### src/pkg/tpd_pkg.sv
// Constants shared by the tunnel packet deframer and its output FIFO.
// Assumes RTP tunnel packets arrive byte-wide, header first.
package tpd_pkg;

    ////////////////////////////////////////////////////////////////////////
    // Tunnel RTP header layout, byte indices from the first header byte
    localparam logic [15:0] RTP_HDR_BYTES = 16'h000C;
    localparam logic [15:0] RTP_B_MPT = 16'h0001;
    localparam logic [15:0] RTP_B_SEQ_HI = 16'h0002;
    localparam logic [15:0] RTP_B_SEQ_LO = 16'h0003;
    localparam logic [15:0] RTP_B_OFF0 = 16'h0008;
    localparam int MARK_BIT = 7;
    localparam logic [6:0] PT_TUNNEL = 7'h61;
    localparam logic [15:0] SEQ_STEP = 16'h0001;

    ////////////////////////////////////////////////////////////////////////
    // Tunneled IP header: total length sits in bytes 2 and 3
    localparam logic [1:0] HIDX_LEN_HI = 2'h2;
    localparam logic [1:0] HIDX_LEN_LO = 2'h3;
    localparam logic [15:0] IP_LEN_PEEK = 16'h0004;
    localparam logic [15:0] IP_LEN_MIN = 16'h0014;

    ////////////////////////////////////////////////////////////////////////
    // Output word: {err, eop, sop, data}
    localparam int DATA_W = 8;
    localparam int OUT_W = 11;
    localparam int W_SOP = 8;
    localparam int W_EOP = 9;
    localparam int W_ERR = 10;
    localparam int FIFO_DEPTH = 16;

endpackage : tpd_pkg

### src/pkg/tpd_fifo_if.sv
// Carrier between the deframer and its output FIFO.
// Assumes both ends share one clock; the interface itself holds no state.
interface tpd_fifo_if #(
    parameter int W = 11
);
    logic push_valid;
    logic push_ready;
    logic [W-1:0] push_data;
    logic pop_valid;
    logic pop_ready;
    logic [W-1:0] pop_data;
    logic afull;

    modport fill (
        output push_valid, push_data, pop_ready,
        input push_ready, pop_valid, pop_data, afull
    );
    modport store (
        input push_valid, push_data, pop_ready,
        output push_ready, pop_valid, pop_data, afull
    );
endinterface : tpd_fifo_if

### src/logic/tpd_deframer.sv
// Tunnel packet deframer: pulls tunneled IP packets out of fixed-size
// RTP tunnel packets, one byte per clock, into a 16-word output FIFO.
// Assumes one tunnel stream (one port), already in sequence order.
//
// Summary of operation
// Every tunnel packet has one fixed size: header then payload.
// Producer sets marker on packets whose payload holds a packet start.
// Start pointer counts bytes from RTP header end to first start.
// Start pointer is used only when the marker bit is set.
// Producer points only at the earliest start in a payload.
// Later starts are found by walking each tunneled length field.
// Walked start position is checked against the start pointer.
// Middle-only segments travel with the marker bit clear.
// Bytes before a nonzero pointer continue the incomplete packet.
// A length past the payload end continues in the next packet.
// Producer packs packets and segments back to back.
// Producer may preset constant header fields in its buffers.
// From any point, lock on the next marked packet's pointer.
// Producer writes pointer zero when a start follows the header.
// Only tunnel packets with payload type 97 are accepted.
// Sequence number steps by one modulo 65536 per packet.
// On a sequence gap drop the partial packet; wait for a marker. Code keeps bytes already out, drops the rest, flags err on the next sop.
module tpd_deframer
    import tpd_pkg::*;
#(
    parameter int PKT_BYTES = 1024,
    parameter int DEPTH = FIFO_DEPTH
) (
    // Clock and reset
    input wire logic clk_sys_i,
    input wire logic resetn_i,
    // Tunnel byte stream in
    input wire logic in_valid_i,
    input wire logic in_sop_i,
    input wire logic [DATA_W-1:0] in_data_i,
    output logic in_ready_o,
    // Tunneled packet bytes out
    output logic out_valid_o,
    output logic [DATA_W-1:0] out_data_o,
    output logic out_sop_o,
    output logic out_eop_o,
    output logic out_err_o,
    input wire logic out_ready_i,
    // Status
    output logic synced_o,
    output logic seq_gap_o,
    output logic enc_err_o
);

    if (PKT_BYTES <= 16 || PKT_BYTES > 65535) begin : g_bad_size
        $error("PKT_BYTES must lie between 17 and 65535");
    end

    localparam logic [15:0] PKT_LAST = 16'(PKT_BYTES - 1);
    localparam logic [31:0] PAY_BYTES = 32'(PKT_BYTES) - 32'(RTP_HDR_BYTES);

    ////////////////////////////////////////////////////////////////////////
    // State

    typedef struct packed {
        logic [15:0] pos;
        logic mark;
        logic pt_ok;
        logic skip;
        logic use_mark;
        logic [7:0] seq_hi;
        logic seq_have;
        logic [15:0] seq_exp;
        logic [31:0] off;
        logic synced;
        logic [15:0] rem;
        logic [1:0] hidx;
        logic [7:0] len_hi;
        logic err_pend;
        logic in_rdy;
        logic o_vld;
        logic [OUT_W-1:0] o_word;
        logic gap;
        logic enc_err;
    } tpd_state_t;

    tpd_state_t q, d;
    tpd_fifo_if #(.W(OUT_W)) ff_if ();

    logic emit;
    logic e_sop;
    logic e_eop;
    logic err_now;
    logic busy;
    logic at_off;
    logic before_off;
    logic [15:0] cur;
    logic [15:0] p;
    logic [15:0] seq;
    logic [15:0] len;
    logic [31:0] off_new;

    tpd_fifo #(
        .WIDTH(OUT_W),
        .DEPTH(DEPTH)
    ) u_fifo (
        .clk_sys_i(clk_sys_i),
        .resetn_i(resetn_i),
        .ff(ff_if.store)
    );

    ////////////////////////////////////////////////////////////////////////
    // Next state

    always_comb begin
        d = q;
        d.gap = 1'b0;
        d.enc_err = 1'b0;
        emit = 1'b0;
        e_sop = 1'b0;
        e_eop = 1'b0;
        err_now = 1'b0;
        cur = in_sop_i ? '0 : q.pos;
        p = cur - RTP_HDR_BYTES;
        seq = {q.seq_hi, in_data_i};
        len = {q.len_hi, in_data_i};
        off_new = {q.off[23:0], in_data_i};
        busy = (q.rem != '0) || (q.hidx != '0);
        // Pointer relative to header end, honoured only under marker
        at_off = q.use_mark && (p == q.off[15:0]);
        before_off = q.use_mark && (p < q.off[15:0]);

        // One-word output stage keeps the output ports on flip-flops
        ff_if.pop_ready = !q.o_vld || out_ready_i;
        if (ff_if.pop_valid && ff_if.pop_ready) begin
            d.o_vld = 1'b1;
            d.o_word = ff_if.pop_data;
        end else if (out_ready_i) begin
            d.o_vld = 1'b0;
        end
        // Two-entry margin covers the one-cycle lag of the registered ready
        d.in_rdy = !ff_if.afull;

        if (in_valid_i && q.in_rdy) begin
            d.pos = (cur == PKT_LAST) ? '0 : cur + 16'h0001;
            if (cur < RTP_HDR_BYTES) begin
                if (cur == RTP_B_MPT) begin
                    d.mark = in_data_i[MARK_BIT];
                    d.pt_ok = (in_data_i[6:0] == PT_TUNNEL);
                end
                if (cur == RTP_B_SEQ_HI) begin
                    d.seq_hi = in_data_i;
                end
                if (cur == RTP_B_SEQ_LO && q.pt_ok) begin
                    if (q.seq_have && seq != q.seq_exp) begin
                        d.gap = 1'b1;
                        d.synced = 1'b0;
                        d.rem = '0;
                        d.hidx = '0;
                        d.err_pend = q.err_pend || (q.synced && busy);
                    end
                    d.seq_have = 1'b1;
                    d.seq_exp = seq + SEQ_STEP;
                end
                if (cur >= RTP_B_OFF0) begin
                    d.off = off_new;
                end
                if (cur == RTP_HDR_BYTES - 16'h0001) begin
                    d.skip = !q.pt_ok;
                    d.use_mark = q.pt_ok && q.mark
                        && (off_new < PAY_BYTES);
                    if (q.pt_ok && q.mark && off_new >= PAY_BYTES) begin
                        d.enc_err = 1'b1;
                    end
                end
            end else if (!q.skip) begin
                if (at_off) begin
                    // Walked position must agree with the pointer
                    if (q.synced && busy) begin
                        d.enc_err = 1'b1;
                        err_now = 1'b1;
                    end
                    emit = 1'b1;
                    e_sop = 1'b1;
                    d.synced = 1'b1;
                    d.rem = '0;
                    d.hidx = 2'h1;
                end else if (q.synced) begin
                    if (!busy) begin
                        if (before_off) begin
                            // A walked start ahead of the pointer is false
                            d.enc_err = 1'b1;
                            d.synced = 1'b0;
                        end else begin
                            emit = 1'b1;
                            e_sop = 1'b1;
                            d.hidx = 2'h1;
                        end
                    end else if (q.hidx != '0) begin
                        emit = 1'b1;
                        d.hidx = q.hidx + 2'h1;
                        if (q.hidx == HIDX_LEN_HI) begin
                            d.len_hi = in_data_i;
                        end
                        if (q.hidx == HIDX_LEN_LO) begin
                            if (len < IP_LEN_MIN) begin
                                d.enc_err = 1'b1;
                                d.synced = 1'b0;
                                d.err_pend = 1'b1;
                                d.rem = '0;
                            end else begin
                                d.rem = len - IP_LEN_PEEK;
                            end
                        end
                    end else begin
                        // Body bytes, also those ahead of a nonzero pointer
                        emit = 1'b1;
                        d.rem = q.rem - 16'h0001;
                        e_eop = (q.rem == 16'h0001);
                    end
                end
            end
        end

        // A start carries err when the packet before it was cut short
        if (e_sop) begin
            err_now = err_now || q.err_pend;
            d.err_pend = 1'b0;
        end
        ff_if.push_valid = emit;
        ff_if.push_data = {err_now, e_eop, e_sop, in_data_i};
    end

    always_ff @(posedge clk_sys_i or negedge resetn_i) begin
        if (!resetn_i) begin
            q <= '0;
        end else begin
            q <= d;
        end
    end

    ////////////////////////////////////////////////////////////////////////
    // Outputs

    assign in_ready_o = q.in_rdy;
    assign out_valid_o = q.o_vld;
    assign out_data_o = q.o_word[DATA_W-1:0];
    assign out_sop_o = q.o_word[W_SOP];
    assign out_eop_o = q.o_word[W_EOP];
    assign out_err_o = q.o_word[W_ERR];
    assign synced_o = q.synced;
    assign seq_gap_o = q.gap;
    assign enc_err_o = q.enc_err;

endmodule : tpd_deframer

### src/logic/tpd_fifo.sv
// Synchronous FIFO for extracted bytes, valid/ready on both sides.
// Assumes one clock; afull warns two entries ahead of full.
module tpd_fifo #(
    parameter int WIDTH = 11,
    parameter int DEPTH = 16
) (
    // Clock and reset
    input wire logic clk_sys_i,
    input wire logic resetn_i,
    // Queue ports
    tpd_fifo_if.store ff
);
    localparam int AW = $clog2(DEPTH);

    if (DEPTH < 4 || (1 << AW) != DEPTH) begin : g_bad_depth
        $error("FIFO depth must be a power of two, at least 4");
    end

    typedef struct packed {
        logic [AW-1:0] wp;
        logic [AW-1:0] rp;
        logic [AW:0] cnt;
    } tpd_fifo_st_t;

    tpd_fifo_st_t q, d;
    logic [WIDTH-1:0] mem [DEPTH];
    logic do_push;
    logic do_pop;

    assign ff.push_ready = (q.cnt != (AW+1)'(DEPTH));
    assign ff.pop_valid = (q.cnt != '0);
    assign ff.pop_data = mem[q.rp];
    assign ff.afull = (q.cnt >= (AW+1)'(DEPTH - 2));
    assign do_push = ff.push_valid && ff.push_ready;
    assign do_pop = ff.pop_ready && ff.pop_valid;

    always_comb begin
        d = q;
        if (do_push) begin
            d.wp = q.wp + 1'b1;
        end
        if (do_pop) begin
            d.rp = q.rp + 1'b1;
        end
        d.cnt = q.cnt + (AW+1)'(do_push) - (AW+1)'(do_pop);
    end

    always_ff @(posedge clk_sys_i or negedge resetn_i) begin
        if (!resetn_i) begin
            q <= '0;
        end else begin
            q <= d;
        end
    end

    // Storage has no reset: contents are only read behind a valid count
    always_ff @(posedge clk_sys_i) begin
        if (do_push) begin
            mem[q.wp] <= ff.push_data;
        end
    end

endmodule : tpd_fifo

### config.mk
export PLATFORM = sky130hd
export DESIGN_NAME = tpd_deframer
export DESIGN_NICKNAME = d
export VERILOG_FILES = /design/src/pkg/tpd_pkg.sv /design/src/pkg/tpd_fifo_if.sv /design/src/logic/tpd_deframer.sv /design/src/logic/tpd_fifo.sv
export SDC_FILE = /design/constraint.sdc
export NUM_CORES = 1
export LEC_CHECK = 0
export BUFFER_PORTS_ARGS = -buffer_cell sky130_fd_sc_hd__buf_2
export CAP_MARGIN = 20
export CORE_MARGIN = 10
export CORE_UTILIZATION = 65
export CTS_BUF_LIST = sky130_fd_sc_hd__clkbuf_2
export CTS_CLUSTER_DIAMETER = 200
export DETAILED_ROUTE_END_ITERATION = 6
export PLACE_DENSITY = 0.9
export SKIP_CTS_REPAIR_TIMING = 1
export SYNTH_ARGS = -nofsm -noshare
export SYNTH_HDL_FRONTEND = slang
export SYNTH_SLANG_ARGS = --single-unit
export TNS_END_PERCENT = 20
### constraint.sdc
create_clock -name clk_sys_i -period 11.4 [get_ports clk_sys_i]
set_input_delay 0 -clock clk_sys_i [delete_from_list [all_inputs] [get_ports clk_sys_i]]
set_output_delay 0 -clock clk_sys_i [all_outputs]
set_load 0.1 [all_outputs]
# --- Word level (Yosys, flattened, before mapping) ---
# Memories as Yosys holds them, arrays and structs flattened. A register that Yosys moved wholly into a read port is not among the register bits.
# Cells that the tools add are included.
word_totals:
  reg_bits: 122
  ram_bits: 176
  inputBits: 13
  elab_cells: 178
  memories: 1
memory_table:
  columns: ["name", "depth", "width", "rd", "rd_ports_with_merged_regs", "write_ports", "line", "source"]
  rows:
  - ["u_fifo.mem", 16, 11, 1, 1, 1, "tpd_fifo.sv:26", "logic [WIDTH-1:0] mem [DEPTH];"]
classes:
  n_addsub: 10
  n_lt_le_gt_ge: 7
  eq_ne: 22
  n_mux: 73
  bitwise: 3
  reduce_logical: 41
ops:
  columns: ["operator", "count"]
  rows:
  - ["16-bit 2-to-1 mux", 5]
  - ["19-bit 2-to-1 mux", 4]
  - ["28-bit 2-to-1 mux", 2]
  - ["1-bit 2-to-1 mux", 54]
  - ["16-bit by 1-bit adder with 16-bit output, second input constant", 2]
  - ["16-bit by 1-bit equality test with 1-bit output, second input constant", 2]
  - ["16-bit by 2-bit equality test with 1-bit output, second input constant", 2]
  - ["32-bit by 10-bit greater-or-equal comparator with 1-bit output, second input constant", 1]
  - ["32-bit by 10-bit less-than comparator with 1-bit output, second input constant", 1]
  - ["3-bit nonzero test", 7]
  - ["9-bit 2-to-1 mux", 2]
  - ["17-bit 2-to-1 mux", 1]
  - ["16-bit by 10-bit equality test with 1-bit output, second input constant", 1]
  - ["16-bit equality test", 1]
  - ["16-bit by 4-bit equality test with 1-bit output, second input constant", 1]
  - ["16-bit by 4-bit greater-or-equal comparator with 1-bit output, second input constant", 1]
  - ["16-bit less-than comparator", 1]
  - ["16-bit by 4-bit less-than comparator with 1-bit output, second input constant", 1]
  - ["16-bit by 5-bit less-than comparator with 1-bit output, second input constant", 1]
  - ["16-bit inequality test", 1]
  - ["16-bit nonzero test", 1]
  - ["16-bit by 1-bit subtractor with 16-bit output, second input constant", 1]
  - ["16-bit by 3-bit subtractor with 16-bit output, second input constant", 1]
  - ["16-bit by 4-bit subtractor with 16-bit output, second input constant", 1]
  - ["28 further kinds", 61]

# --- Logic depth before layout (Yosys ltp) ---
# Gate-level depths: netlist of the first run.
logic_depth:
  depth_word: 14
  depth_mapped: 22
  mapped_depth_nobuf: 20

# --- Cells and area by module ---
# Synthesis of the first run repeated with hierarchy kept, for this count alone.
unflattened:
  hier_cells: 1153
  hier_area_um2: 14575.2
by_module_without_submodules:
  columns: ["mod", "n_inst", "cells_each", "area_per_inst_um2"]
  rows:
  - ["tpd_fifo", 1, 413, 7634.8]
  - ["tpd_deframer", 1, 740, 6940.4]

# --- Worst setup path before layout of the first run ---
# OpenSTA, ideal clock, no wires.
synth_timing:
  kind: "flip-flop to flip-flop"
  from: "register q[110] (netlist bit)"
  to: "register u_fifo.q[4] (netlist bit)"
  setup_ns: 0.122
  t_arrival_ns: 4.731
  required_time_ns: 11.278
  path_slack_ns: 6.546
  path_stages_with_launch: 22
  path_buffers: 2
  synth_period_minus_slack_ns: 4.854
  path_cell_list: "dfrtp_1 buf_6 or4_4 nor4_4 nand2_1 or3_1 o21ai_0 nand3_1 ha_1 and4_1 nand2_1 nor4_1 o21a_1 buf_2 ha_1 inv_1 fa_1 inv_1 a21oi_1 nor2_1 nor2_1 xnor2_1"
synth_rtl:
  columns: ["item", "line", "source"]
  rows:
  - ["from (decl)", "tpd_deframer.sv:82", "tpd_state_t q, d;"]
  - ["from (signal assigned)", "tpd_deframer.sv:231", "q <= '0;"]
  - ["from (signal assigned)", "tpd_deframer.sv:233", "q <= d;"]
  - ["to (signal assigned)", "tpd_fifo.sv:50", "q <= '0;"]
  - ["to (signal assigned)", "tpd_fifo.sv:52", "q <= d;"]
  - ["to (decl)", "tpd_fifo.sv:25", "tpd_fifo_st_t q, d;"]

==> run metrics, run 1 <==
Leak Pwr=0.005909 uW; CP startpoint kind=flop; outcome=finished, final reports clean; Peak VDD IR=97.57 uV; gr ovfl total=0; Die Y=168.1 um; f_max=0.1849 GHz; FF+latch count, synth=301; Routed Antenna Nets=0; dpl hpwl=20.88 mm; clock share of power=0.247; Period minus WS final=5.408 ns; Netlist cell types=64; Worst-Margin Slew=1.136 ns; crit path kind=flop to flop; Crit Path Max Fanout=17; initial antenna violation count=2; crit end category=flop; Slew Viols, Final=0; switching power=1021 uW; Final setup viols=0; first-pass GRT wire length=51.60 mm; largest net degree at the start of global routing=77; crit-path cells=or4_4 -> nor4_4 -> nand2_1 -> or3_1 -> o21ai_0 -> nand3_1 -> ha_1 -> and4_1 -> nand2_1 -> a31o_2 -> a21boi_0 -> o21a_1 -> ha_1 -> inv_1 -> fa_1 -> inv_1 -> a21oi_1 -> nor2_1 -> nor2_1 -> xnor2_1; Max-Slew Margin vs Limit=0.2424; CTS clock-pin slew for the worst setup and hold paths=0.12 ns; total CTS buffers=74; hold slack=0.09828 ns; Post-Route Skew=0.1255 ns; I/O pin count=29; Synth top area share=0.3709; vias in the first global route=9,563; die width=168.1 um; drt initial violations=947; final net count=1,210; flop-to-flop setup slack=5.99 ns; Hold Path Class=input port to flop; Sum Neg Setup Slack=0 ns; cell total after placement=1,335; Tcrit/Tclk final=0.4744; Net Sw Frac=0.3591; final std cells w/o fill=1,485; CTS tree=built; crit path max-delay cell type=o21a_1; syn_nets=1,143; Yosys warning count=0; internal power=1822 uW; clk_lat worst skew=0.95 ns; Placer Congestion=0.9125; Pwr per Cell Area=184.9 mW/mm^2; core area=0.02169 sq mm; drt wl/cell=21.85 um; area delta synth->final=7.886%; Hold Fails Final Rpt=0; root buffer cell=clkbuf_2; maxcap violations=0; DRT Pass-1 Iters=6; FP Rows=54; Seq/Total Area, Yosys=0.5905; PortBufs=28; unrepaired setup endpoints after global routing=false; clock buffer depth=3; layout cell share with drive strength beyond 1=0.2201; DRT Wirelength=32.45 mm; sequential power share=0.475; cell family contributing the most delay on the critical path=simple AND/OR/NAND/NOR gates; Synth area leader=edfxtp_1; clock sinks=301; worst path arrival time=6.17 ns; Post-synth ARST share=0.4153; CP max stage delay=0.58 ns; Critical Path RT=12.16 ns; vias per cell=6.374; Post-synth EDFFs=176; synthesized area=0.01425 sq mm; WP buf/inv=2; number of H-tree levels=3; DR DRC count=0; vias=9,466; syn avg cell area=13.16 sq um; gr usage total=0.2281; full die area=0.02824 sq mm; Cells after Synth=1,083; Synth area leaders=edfxtp_1, dfrtp_1, mux4_2; Synth Flop Type=edfxtp_1; Logic pwr share=0.277; Initial Util=0.6569
state kept, by name, indices dropped and copies added, names as in the netlist, 8 cells and up:
register    cells
u_fifo.q       13
out_data_o      8
q              64
off_new        24
u_fifo.mem    176
len             8
power groups by stage:
stage | Combinational, uW | Clock [uW] | Sequential (uW)
floorplan | 667 | 0 | 1310
CTS | 786 | 714 | 1350
detailed placement | 781 | 0 | 1370
global route | 853 | 771 | 1360
global placement | 753 | 0 | 1360
finish | 789 | 703 | 1350
metrics by stage:
step,area [sq um],worst slack (ns),utilization,total power [uW]
after floorplan,14250,6.546,-,1977
after global placement,14500,6.206,0.6686,2115
after detailed placement,14500,6.079,0.6686,2152
after CTS,15160,6.067,0.6990,2848
after global routing,15370,5.651,0.7087,2987
final,15370,5.992,0.7087,2842
cell families (layout without fill, tap and decap cells):
logic type / count (synthesis) / in the layout / synth area share
flip-flops: 301 / 301 / 0.5905
XOR/XNOR: 58 / 58 / 0.03565
AO/OA/AOI/OAI: 180 / 180 / 0.07245
buffers and inverters: 108 / 229 / 0.03346
AND/OR/NAND/NOR: 296 / 296 / 0.1095
other: 0 / 1 / 0
multiplexers: 93 / 93 / 0.1166
adder cells (fa/ha/maj): 47 / 47 / 0.04180
layer usage:
| layer | GRT usage | vias up | wire [um] | share of wire |
|---|---|---|---|---|
| li1 | - | 4203 | - | - |
| met1 | 0.2943 | 4674 | 12720 | 0.39 |
| met2 | 0.3730 | 500 | 16170 | 0.50 |
| met3 | 0.05099 | 87 | 2674 | 0.082 |
| met4 | 0.08251 | 2 | 870 | 0.027 |
| met5 | 0 | - | 13 | 0.00040 |
cell usage in the layout (no fill, tap or decap), types with 34 or more instances in the layout:
master      n
a21oi_1    50
clkbuf_2  106
dfrtp_1   123
edfxtp_1  176
ha_1       46
inv_1      45
mux2_2     34
mux4_2     55
nand2_1    88
nor2_1     47
o21ai_0    73
area by class of cell:
| cell class | count | area (sq um) |
|---|---|---|
| Antenna cell | 1 | 2.502 |
| Sequential cell | 301 | 8416 |
| Timing Repair Buffer | 54 | 407.9 |
| Multi-Input combinational cell | 674 | 5366 |
| Clock inverter | 24 | 128.9 |
| Fill cell | 1350 | 6317 |
| Tap cell | 280 | 350.3 |
| Inverter | 45 | 168.9 |
| Clock buffer | 106 | 530.5 |
Yosys cell counts (11+ instances only):
| master | n |
|---|---|
| nand4_1 | 15 |
| ha_1 | 46 |
| nor2b_1 | 13 |
| nor2_1 | 47 |
| nor3_1 | 17 |
| nor4_1 | 16 |
| a21oi_1 | 51 |
| inv_1 | 45 |
| clkbuf_1 | 35 |
| mux2_2 | 34 |
| xor2_1 | 27 |
| dfrtp_1 | 125 |
| xnor2_1 | 31 |
| nand2_1 | 88 |
| o21ai_1 | 11 |
| mux4_2 | 55 |
| buf_4 | 12 |
| o21ai_0 | 73 |
| edfxtp_1 | 176 |
| nand3_1 | 27 |
| and3_1 | 22 |
final timing paths:
| check | cells after the start | startpoint | endpoint |
|---|---|---|---|
| setup / recovery | 20 | q[110] | u_fifo.q[4] |
| hold / removal | 2 | in_data_i[3] | u_fifo.mem[12][3] |
| setup reg to reg | 20 | q[110] | u_fifo.q[4] |
| hold reg to reg | 2 | off_new[29] | off_new[29] |
| max in group asynchronous | 4 | resetn_i | out_data_o[0] |
| min in group asynchronous | 4 | resetn_i | q[106] |
(Power assumes the default switching activity.)
==> run 2: changes to the inputs <==
--- a/config.mk
+++ b/config.mk
@@ -8,11 +8,11 @@
 export BUFFER_PORTS_ARGS = -buffer_cell sky130_fd_sc_hd__buf_2
 export CAP_MARGIN = 20
 export CORE_MARGIN = 10
-export CORE_UTILIZATION = 65
+export CORE_UTILIZATION = 59
 export CTS_BUF_LIST = sky130_fd_sc_hd__clkbuf_2
 export CTS_CLUSTER_DIAMETER = 200
 export DETAILED_ROUTE_END_ITERATION = 6
-export PLACE_DENSITY = 0.9
+export PLACE_DENSITY = 0.87
 export SKIP_CTS_REPAIR_TIMING = 1
 export SYNTH_ARGS = -nofsm -noshare
 export SYNTH_HDL_FRONTEND = slang
==> constraint.sdc (replaced) <==
create_clock -name clk_sys_i -period 4.8 [get_ports clk_sys_i]
set_input_delay 0 -clock clk_sys_i [delete_from_list [all_inputs] [get_ports clk_sys_i]]
set_output_delay 0 -clock clk_sys_i [all_outputs]
set_load 0.1 [all_outputs]
==> run metrics, run 2 (synthesized netlist as in run 1, its figures left out) <==
r2r endpoint=u_fifo.q[4]; die width=175.4 um (+4.4%); cell family contributing the most delay on the critical path=simple AND/OR/NAND/NOR gates; vias=9,553 (+0.92%); PortBufs=28 (unchanged); setup ws final=0.2485 ns (-5.743 ns); fillers=1,660 (+23%); WP buf/inv=3 (+1); CP startpoint kind=flop; largest net degree at the start of global routing=65 (-16%); max reg flops=176 (unchanged); Hold Path Origin=in_data_i[0]; Final setup viols=0 (unchanged); dpl hpwl=21.45 mm (+2.7%); DRT Pass-1 Iters=6 (unchanged); post-place setup slack=0.1427 ns (-5.936 ns); worst path arrival time=5.30 ns (-0.87 ns); root buffer cell=clkbuf_2; flop-to-flop setup slack=0.25 ns (-5.74 ns); Routed Antenna Nets=0 (unchanged); f_max=0.2197 GHz (+19%); CP max stage delay=0.57 ns (about the same); maxcap violations=0 (unchanged); FP Rows=56 (+3.7%); Slew Viols, Final=0 (unchanged); Biggest register=u_fifo.mem; Initial Util=0.6034 (-0.05354); final net count=1,239 (+2.4%); clock sinks=301 (unchanged); crit path kind=flop to flop; Tcrit/Tclk final=0.9482 (+0.4738); overall power=6900 uW (+140%); crit path max-delay cell type=or4_4; Peak VDD IR=346.8 uV (+260%); cell total after placement=1,396 (+4.6%); launch point of the worst reg-to-reg path=q[111]; Die Y=175.4 um (+4.4%); depth of the worst hold-timing path=2 (unchanged); Post-Route Skew=0.1030 ns (-0.02246 ns); CTS clock-pin slew for the worst setup and hold paths=0.13 ns (about the same); Multi-input gate area=0.005405 sq mm (+0.72%); core area=0.02361 sq mm (+8.9%); full die area=0.03076 sq mm (+8.9%); Max-Slew Margin vs Limit=0.3653 (+0.1228); FF/Latch Area=0.008418 sq mm (about the same); I/O pin count=29 (unchanged); vias per cell=6.136 (-3.7%); total CTS buffers=76 (+2.7%); Placer Congestion=0.8651 (-5.2%); crit-path cells=or4_4 -> nor4_4 -> nand2_2 -> or3_1 -> o21ai_1 -> nand3_1 -> ha_1 -> and4_1 -> nand2_1 -> a31o_2 -> a21boi_0 -> buf_4 -> o21a_4 -> ha_2 -> inv_1 -> fa_1 -> inv_1 -> a21oi_1 -> nor2_1 -> nor2_1 -> xnor2_1; leading cell types in the layout, fill and taps excluded=edfxtp_1, dfrtp_1, clkbuf_2; Crit Path Max Fanout=7 (-10); Worst-Margin Slew=0.9501 ns (-0.1862 ns); hold slack=0.1173 ns (+0.01898 ns); gr usage total=0.2161 (-0.01195); Period minus WS final=4.552 ns (-0.8567 ns); Hold Path Class=input port to flop; first-pass GRT wire length=52.59 mm (+1.9%); crit end category=flop; worst-case reg-to-reg path depth=21 (+5.0%); CTS tree=built; Hold Fails Final Rpt=0 (unchanged); DR DRC count=0 (unchanged); drt initial violations=1,134 (+20%); Pwr per Cell Area=438.9 mW/mm^2 (+140%); Critical Path RT=5.55 ns (-6.61 ns); final std cells w/o fill=1,557 (+4.8%); area delta synth->final=10.34%; DRT Wirelength=33.71 mm (+3.9%); initial antenna violation count=2 (unchanged); gr ovfl total=0 (unchanged); most common cell after layout, fill and taps aside=edfxtp_1; drt wl/cell=21.65 um (-0.93%); layout cell share with drive strength beyond 1=0.2468 (+0.02666); Hold EP=u_fifo.mem[0][0]; vias in the first global route=9,468 (-0.99%); Leak Pwr=0.006074 uW (+2.8%); final core utilization=0.6657 (-0.04297); number of H-tree levels=3 (unchanged); clk_lat worst skew=0.93 ns (-0.02 ns); clock buffer depth=3 (unchanged); outcome=finished, final reports clean
## run 2: cell types whose count changed in the layout (fill, tap and decap cells not counted), sizes merged
cell | before | now
dlygate4sd3 | 14 | 15
diode | 1 | 2
clkinv | 19 | 18
clkbuf | 106 | 112
buf | 40 | 65
bufinv | 0 | 1
## run 2: area by class of cell
type | instances | area share
multi-input combinational | 674 | 0.3438
sequential | 301 | 0.5355
timing repair buffer | 81 | 0.03948
clock inverter | 24 | 0.009392
inverter | 45 | 0.01074
antenna | 2 | 0.0003184
clock buffer | 111 | 0.03534
tap | 319 | 0.02539
## run 2: routing by layer
layer,part of all wire,wire length (um),GRT usage,vias up
li1,-,-,-,4269
met1,0.40,13380,0.2735,4752
met2,0.51,17130,0.3638,453
met3,0.070,2355,0.04182,79
met4,0.025,846,0.07912,0
met5,0,0,0,-
## run 2: worst max path at each step
| stage | startpoint | endpoint | slack [ns] | cells past startpoint |
|---|---|---|---|---|
| detailed placement | q[111] | u_fifo.mem[7][7] | 0.14 | 14 |
| global placement | q[111] | u_fifo.mem[7][5] | 0.23 | 14 |
| CTS | q[111] | u_fifo.mem[7][9] | 0.12 | 14 |
| floorplan | q[110] | u_fifo.q[4] | 0.08 | 22 |
| global route | q[111] | u_fifo.q[4] | -0.03 | 21 |
| finish | q[111] | u_fifo.q[4] | 0.25 | 21 |
## run 2: through the flow
| stage | instance area (sq um) | setup TNS, ns |
|---|---|---|
| after global placement | 14720 | 0 |
| after floorplan | 14250 | 0 |
| final | 15720 | 0 |
| after CTS | 15420 | 0 |
| after detailed placement | 14720 | 0 |
| after global routing | 15720 | -0.03843 |
## run 2: where the power goes
group / switching [uW] / leakage (uW) / internal [uW] / total, uW
clock: 1090 / 0.000529 / 688 / 1780
combinational: 1140 / 0.00241 / 833 / 1970
sequential: 245 / 0.00314 / 2910 / 3150
